### src/design/rlbfs_pkg.sv
// Constants for the receive length-bin and checksum statistics block
package rlbfs_pkg;

    // ==========================================================
    // Widths
    localparam int LEN_W = 16;
    localparam int MAXLEN_W = 15;
    localparam int FCS_W = 32;
    localparam int BIN_N = 5;

    // ==========================================================
    // Length bin bounds in bytes, inclusive (bins A to E)
    localparam logic [LEN_W-1:0] BIN_LO [BIN_N] = '{16'h05F3, 16'h060D, 16'h0800, 16'h1000, 16'h2000};
    localparam logic [LEN_W-1:0] BIN_HI [BIN_N] = '{16'h060C, 16'h07FF, 16'h0FFF, 16'h1FFF, 16'h23FF};

    // Shortest frame counted by the in-range checksum error increment
    localparam logic [LEN_W-1:0] MIN_LEN = 16'h0040;

    // ==========================================================
    // Values after reset, and the one-event increment
    localparam logic [BIN_N-1:0] BIN_RST = 5'h00;
    localparam logic [1:0] CNT2_RST = 2'h0;
    localparam logic RANGE_RST = 1'h0;
    localparam logic [1:0] ONE_EVENT = 2'h1;

endpackage

### src/design/rlbfs_stats.sv
// Receive statistics increments: upper length bins and checksum error classes
`timescale 1ns/100ps

module rlbfs_stats
    import rlbfs_pkg::*;
(
    // Clock and reset
    input wire logic i_core_clk,
    input wire logic i_reset_n,
    // Frame end report from the receive datapath
    input wire logic i_frame_end,
    input wire logic [LEN_W-1:0] i_frame_len,
    input wire logic [FCS_W-1:0] i_fcs_rx,
    input wire logic [FCS_W-1:0] i_fcs_calc,
    // Configuration
    input wire logic [MAXLEN_W-1:0] i_max_len,
    // Statistics increments
    output logic [BIN_N-1:0] o_len_bin_inc,
    output logic [1:0] o_bad_fcs_inc,
    output logic [1:0] o_stomped_fcs_inc,
    output logic o_range_bad_fcs_inc
);

    // ==========================================================
    // Frame classification
    logic [BIN_N-1:0] bin_hit;
    logic fcs_wrong;
    logic fcs_stomped;
    logic over_len;
    logic in_range;

    // The length already counts address through checksum bytes
    genvar g;
    generate
        for (g = 0; g < BIN_N; g++)
        begin : g_bin
            // One bin per range; bounds are inclusive
            assign bin_hit[g] = (i_frame_len >= BIN_LO[g]) && (i_frame_len <= BIN_HI[g]);
        end
    endgenerate

    // Stomped is an exact inversion of the expected value
    assign fcs_wrong = (i_fcs_rx != i_fcs_calc);
    assign fcs_stomped = (i_fcs_rx == ~i_fcs_calc);
    // Lengths past the configured 15-bit i_max_len are over-length
    assign over_len = (i_frame_len > {1'b0, i_max_len});
    assign in_range = (i_frame_len >= MIN_LEN) && !over_len;

    // ==========================================================
    // Next increment values
    logic [BIN_N-1:0] len_bin_d, len_bin_q;
    logic [1:0] bad_fcs_d, bad_fcs_q;
    logic [1:0] stomped_d, stomped_q;
    logic range_bad_d, range_bad_q;

    // Increments only live in the cycle after a frame end, so pulses may repeat each cycle
    always_comb
    begin
        len_bin_d = BIN_RST;
        bad_fcs_d = CNT2_RST;
        stomped_d = CNT2_RST;
        range_bad_d = RANGE_RST;
        if (i_frame_end)
        begin
            len_bin_d = bin_hit;
            if (fcs_wrong && !fcs_stomped)
            begin
                bad_fcs_d = ONE_EVENT;
            end
            if (fcs_stomped)
            begin
                stomped_d = ONE_EVENT;
            end
            range_bad_d = fcs_wrong && in_range;
        end
    end

    // Register the increments; outputs come straight from these
    always_ff @(posedge i_core_clk or negedge i_reset_n)
    begin
        if (!i_reset_n)
        begin
            len_bin_q <= BIN_RST;
            bad_fcs_q <= CNT2_RST;
            stomped_q <= CNT2_RST;
            range_bad_q <= RANGE_RST;
        end
        else
        begin
            len_bin_q <= len_bin_d;
            bad_fcs_q <= bad_fcs_d;
            stomped_q <= stomped_d;
            range_bad_q <= range_bad_d;
        end
    end

    assign o_len_bin_inc = len_bin_q;
    assign o_bad_fcs_inc = bad_fcs_q;
    assign o_stomped_fcs_inc = stomped_q;
    assign o_range_bad_fcs_inc = range_bad_q;
endmodule

### config.mk
export PLATFORM = sky130hd
export DESIGN_NAME = rlbfs_stats
export DESIGN_NICKNAME = d
export VERILOG_FILES = /design/src/design/rlbfs_pkg.sv /design/src/design/rlbfs_stats.sv
export SDC_FILE = /design/constraint.sdc
export NUM_CORES = 1
export LEC_CHECK = 0
export ABC_AREA = 0
export BUFFER_PORTS_ARGS = -buffer_cell sky130_fd_sc_hd__buf_4
export CAP_MARGIN = 20
export CELL_PAD_IN_SITES_DETAIL_PLACEMENT = 1
export CELL_PAD_IN_SITES_GLOBAL_PLACEMENT = 2
export CORE_MARGIN = 1
export CORE_UTILIZATION = 19
export CTS_CLUSTER_SIZE = 8
export DETAILED_ROUTE_END_ITERATION = 8
export PLACE_DENSITY_LB_ADDON = 0.12
export SLEW_MARGIN = 10
export SYNTH_ARGS = -nofsm -noshare
export SYNTH_HDL_FRONTEND = slang
export SYNTH_SLANG_ARGS = --single-unit
### constraint.sdc
create_clock -name i_core_clk -period 0.8 [get_ports i_core_clk]
set_input_delay 0.16 -clock i_core_clk [delete_from_list [all_inputs] [get_ports i_core_clk]]
set_output_delay 0.16 -clock i_core_clk [all_outputs]
set_load 0.05 [all_outputs]
---- Word level (Yosys, flattened, before mapping) ----
Index checks and enable logic that the tools add are counted.
word-level totals
  register bits after elaboration ......... 10
  input bits .............................. 98
  output and inout bits ................... 10
operators by class
  $lt $le $gt $ge ......................... 12
  equality and inequality tests ........... 2
  mux-type cells .......................... 6
  bitwise gates (word level) .............. 1
  reductions and logical operators ........ 10
operator list
  kind                    count
  $eq A32 B32 Y1          1
  $ge A16 B11 Y1 const B  2
  $le A16 B11 Y1 const B  2
  $ne A32 B32 Y1          1
  $not A32 Y32            1
  $ge A16 B12 Y1 const B  1
  $ge A16 B13 Y1 const B  1
  $ge A16 B14 Y1 const B  1
  $ge A16 B7 Y1 const B   1
  $gt A16 B15 Y1          1
  $le A16 B12 Y1 const B  1
  $le A16 B13 Y1 const B  1
  $le A16 B14 Y1 const B  1
  $logic_and A1 B1 Y1     8
  $mux W1                 5
  $mux W5                 1
  $logic_not A1 Y1        2

---- Logic depth before layout (Yosys ltp) ----
  depth after elaboration ................. 6
  gate-level depth with buffers ........... 7
  mapped depth without buffers ............ 7

---- Worst setup path before layout ----
OpenSTA, ideal clock, no wires.
  path kind ............................... input-to-reg
  start ................................... in i_max_len[14]
  end ..................................... reg range_bad_q, in the netlist o_range_bad_fcs_inc
  setup time .............................. 94 ps
  data arrival time ....................... 1,207 ps
  slack ................................... -501 ps
  stages .................................. 7
  buffers on the path ..................... 0
  path through ............................ inv_1 -> ha_1 -> a211oi_1 -> o211ai_1 -> nor3_1 -> a21oi_1 -> a211oi_1
on the way
  word-level cells in the longest chain between the ends .. 5
ends and longest elaborated chain
  what                  line               RTL
  from (decl)           rlbfs_stats.sv:16  input wire logic [MAXLEN_W-1:0] i_max_len,
  $gt A16 B15 Y1        rlbfs_stats.sv:46  assign over_len = (i_frame_len > {1'b0, i_max_len});
  $logic_not A1 Y1      rlbfs_stats.sv:47  assign in_range = (i_frame_len >= MIN_LEN) && !over_len;
  $logic_and A1 B1 Y1   rlbfs_stats.sv:47
  $logic_and A1 B1 Y1   rlbfs_stats.sv:74  range_bad_d = fcs_wrong && in_range;
  $mux W1               rlbfs_stats.sv:63  if (i_frame_end)
  via range_bad_d       rlbfs_stats.sv:54  logic range_bad_d, range_bad_q;
  to (signal assigned)  rlbfs_stats.sv:93  range_bad_q <= range_bad_d;
  to (decl)             rlbfs_stats.sv:54
The timed path passes the listed nets, and every way through them passes these cells.

---- Final worst setup path ----
Ends and elaborated chain as after synthesis.

==> impl_summary.log <==
INFO  metric max_clock_buf_depth = 2
INFO  metric drv_cap = 0
INFO  metric period_share = 151.8%
INFO  metric nNetsFinal = 392
INFO  metric buffer_ports.inserted = 105
INFO  metric die-width = 81.22 um
INFO  metric dp_cells = 346
INFO  metric crit_path_start = i_max_len[14]
INFO  metric tritoncts = yes
INFO  metric crit_path_max_fanout = 3
INFO  metric setup_repair_after_global_routing_missed_its_margin = true
INFO  metric initial_antenna_violation_count = 0
INFO  metric crit_path_max_cell_delay = 0.29 ns
INFO  metric h-tree-depth = 1
INFO  metric worst-setup-path-type = input port to flip-flop
INFO  metric top_delay_family_on_crit_path = compound AO/OA/AOI/OAI gates
INFO  metric wl = 4.542 mm
INFO  metric route.detailed.drc = 0
INFO  metric synth_most_common_cell = sky130_fd_sc_hd__xor2_1
INFO  metric clock_sinks = 8
INFO  metric hp-start = i_frame_len[11]
INFO  metric synth.largest_area_cell = sky130_fd_sc_hd__xor2_1
INFO  metric critical_path.slowest_cell = sky130_fd_sc_hd__o211ai_1
INFO  metric synth-main-ff-cell = sky130_fd_sc_hd__dfrtp_1
INFO  metric maxSlewViolCount = 0
INFO  metric async_flop_share = 100.0%
INFO  metric gpl.final_weighted_congestion = 0.7152
INFO  metric detailroute.via_count = 1525
INFO  metric syn-instance-count = 145
INFO  metric ys.warnings.count = 0
INFO  metric pin_count = 108
INFO  metric crit_chain = buf_8, inv_12, ha_4, nand4b_1, o211ai_1, nor3_1, a21oi_1, a211oi_1
INFO  metric clk_root_buffer_cell = sky130_fd_sc_hd__clkbuf_8
INFO  metric critical_path_required = 0.90 ns
INFO  metric cp-start-kind = input port
INFO  metric setup_slack = -0.4143 ns
INFO  metric grt_first_pass_wirelength = 7.065 mm
INFO  metric worstHoldEndpoint = o_len_bin_inc[2]$_DFF_PN0_
INFO  metric post_synth_instance_area = 1192 sq um
INFO  metric dr.first_iter.drc_count = 22
INFO  metric hold_viol = 0
INFO  metric fmax = 823.6 MHz
INFO  metric fin_worst_hold_slack = 0.2442 ns
INFO  metric post_synth_num_cell_types = 28
INFO  metric dp_slack = -0.6879 ns
INFO  metric synth_top_cells_by_area = sky130_fd_sc_hd__xor2_1 24%, sky130_fd_sc_hd__dfrtp_1 17%, sky130_fd_sc_hd__ha_1 16%, sky130_fd_sc_hd__nand4_1 7.3%, sky130_fd_sc_hd__nor4_1 5.8%
INFO  metric post-dp-hpwl = 4.105 mm
INFO  metric synth_seq_cells = 8
INFO  metric drt-vias-per-instance = 4.332
INFO  metric finalCoreUtilization = 44.28%
INFO  metric area_delta_synth_final = 122.5%
INFO  metric die_area = 6597 sq um
INFO  metric fillers = 705
INFO  metric postRouteAntennaNets = 0
INFO  metric drt_pass1_iterations = 2
INFO  metric cellLeakagePower = 1.268 nW
INFO  metric ys_top_cells_by_count = 32 x sky130_fd_sc_hd__xor2_1, 17 x sky130_fd_sc_hd__inv_1, 15 x sky130_fd_sc_hd__ha_1
INFO  metric clock_transition_at_the_register_clock_pins_on_the_worst_setup_and_hold_paths_after_cts = 0.04 ns
INFO  metric grt_pass1_vias = 1591
INFO  metric grt_remaining_overflow = 0
INFO  metric power.density = 774.9 nW/um^2
INFO  metric hold_path_depth = 2
INFO  metric initial_utilization = 19.90%
INFO  metric floorplan.die.height = 81.22 um
INFO  metric cts-buffers-inserted = 3
INFO  metric violations = negative setup slack
INFO  metric post_route_cells_drive_above_1_share = 63.18%
INFO  metric grtUsageTotal = 13.79%
INFO  metric num_rows = 28
INFO  metric yosysTopAreaCellShare = 23.50%
INFO  metric outcome = finished, violations left
INFO  metric min-delay-path-class = input port to flip-flop
INFO  metric synth_edf_count = 0
INFO  metric yosysSeqAreaShare = 16.79%
INFO  metric wl_per_cell = 12.90 um
INFO  metric irDropWorstVdd = 0.6182 mV
INFO  metric path_buf_inv = 2
INFO  metric antenna_cells = 0
INFO  metric final_worst_path_period_need = 1.214 ns
INFO  metric design.core.area = 5991 sq um
INFO  metric syn_avg_cell_area = 8.223 sq um
INFO  metric grt_max_degree = 9
INFO  metric fin_cells = 352
INFO  metric critPathArrivalTime = 1.31 ns
INFO  metric crit_path_end_kind = flip-flop
INFO  metric finalSetupViolations = 14
INFO  metric power = 0.002055 W
-- final cells by class --
cell class / instances / area (sq um) / share of cell area [%]
repair buffers: 130 / 1050 / 39.58
well taps: 75 / 93.84 / 3.538
flip-flops and latches: 8 / 200.2 / 7.547
multi-input cells: 119 / 1189 / 44.81
inverters: 17 / 78.83 / 2.972
clock buffers: 3 / 41.29 / 1.557
-- through the flow --
| step | TNS, ns | cell area [sq um] |
|---|---|---|
| after CTS | -2.593 | 2601 |
| after global routing | -2.870 | 2653 |
| after detailed placement | -3.931 | 2436 |
| after floorplan | -1.303 | 1404 |
| after global placement | -4.006 | 2436 |
| final | -2.369 | 2653 |
-- how the worst max path moves through the flow --
stage	slack (ns)	cells past startpoint	to
after floorplan	-0.38	7	o_range_bad_fcs_inc$_DFF_PN0_
after global placement	-0.66	7	o_bad_fcs_inc[0]$_DFF_PN0_
after detailed placement	-0.69	8	o_range_bad_fcs_inc$_DFF_PN0_
after CTS	-0.40	8	o_range_bad_fcs_inc$_DFF_PN0_
after global routing	-0.53	8	o_range_bad_fcs_inc$_DFF_PN0_
final	-0.41	8	o_range_bad_fcs_inc$_DFF_PN0_
-- sequential cells by signal, indices dropped and copies added, names as in the netlist --
register and flops:
o_bad_fcs_inc 1, o_range_bad_fcs_inc 1, o_stomped_fcs_inc 1, o_len_bin_inc 5
-- layer usage --
layer / routed length [um] / global-route usage, % / vias up
met5: 0 / 0 / -
met4: 0 / 1.071 / 0
met3: 253 / 2.247 / 0
met2: 2426 / 26.47 / 47
met1: 1862 / 16.47 / 705
li1: - / - / 773
-- where the power goes --
group,total [W],switching (W),internal [W]
Clock,0.000472,0.000147,0.000325
Sequential,0.000420,0.00000437,0.000415
Combinational,0.00116,0.000506,0.000657
-- kinds of logic after synthesis --
group	share of synthesized area, %
AO/OA/AOI/OAI	8.604
XOR/XNOR	23.50
adder cells (fa/ha/maj)	15.74
AND/OR/NAND/NOR	28.44
buffers and inverters	6.610
other	0.3145
flip-flops	16.79
-- repair_timing --
action | 4_1_cts | 5_1_grt
pin swaps | 10 | 9
buffers inserted | 1 | 1
endpoints found under the setup margin | 16 | 16
resized for setup | 25 | 8
hold endpoints to repair | 8 | 0
hold buffers | 1 | 0
-- cell usage in the layout (no fill, tap or decap), types with 8 or more instances in the layout --
cell type / instances
sky130_fd_sc_hd__ha_1: 10
sky130_fd_sc_hd__buf_6: 13
sky130_fd_sc_hd__xor2_1: 14
sky130_fd_sc_hd__nor4_1: 9
sky130_fd_sc_hd__nand4_1: 14
sky130_fd_sc_hd__inv_1: 13
sky130_fd_sc_hd__dfrtp_1: 8
sky130_fd_sc_hd__xor2_2: 18
sky130_fd_sc_hd__buf_4: 113
(Power assumes the default switching activity.)
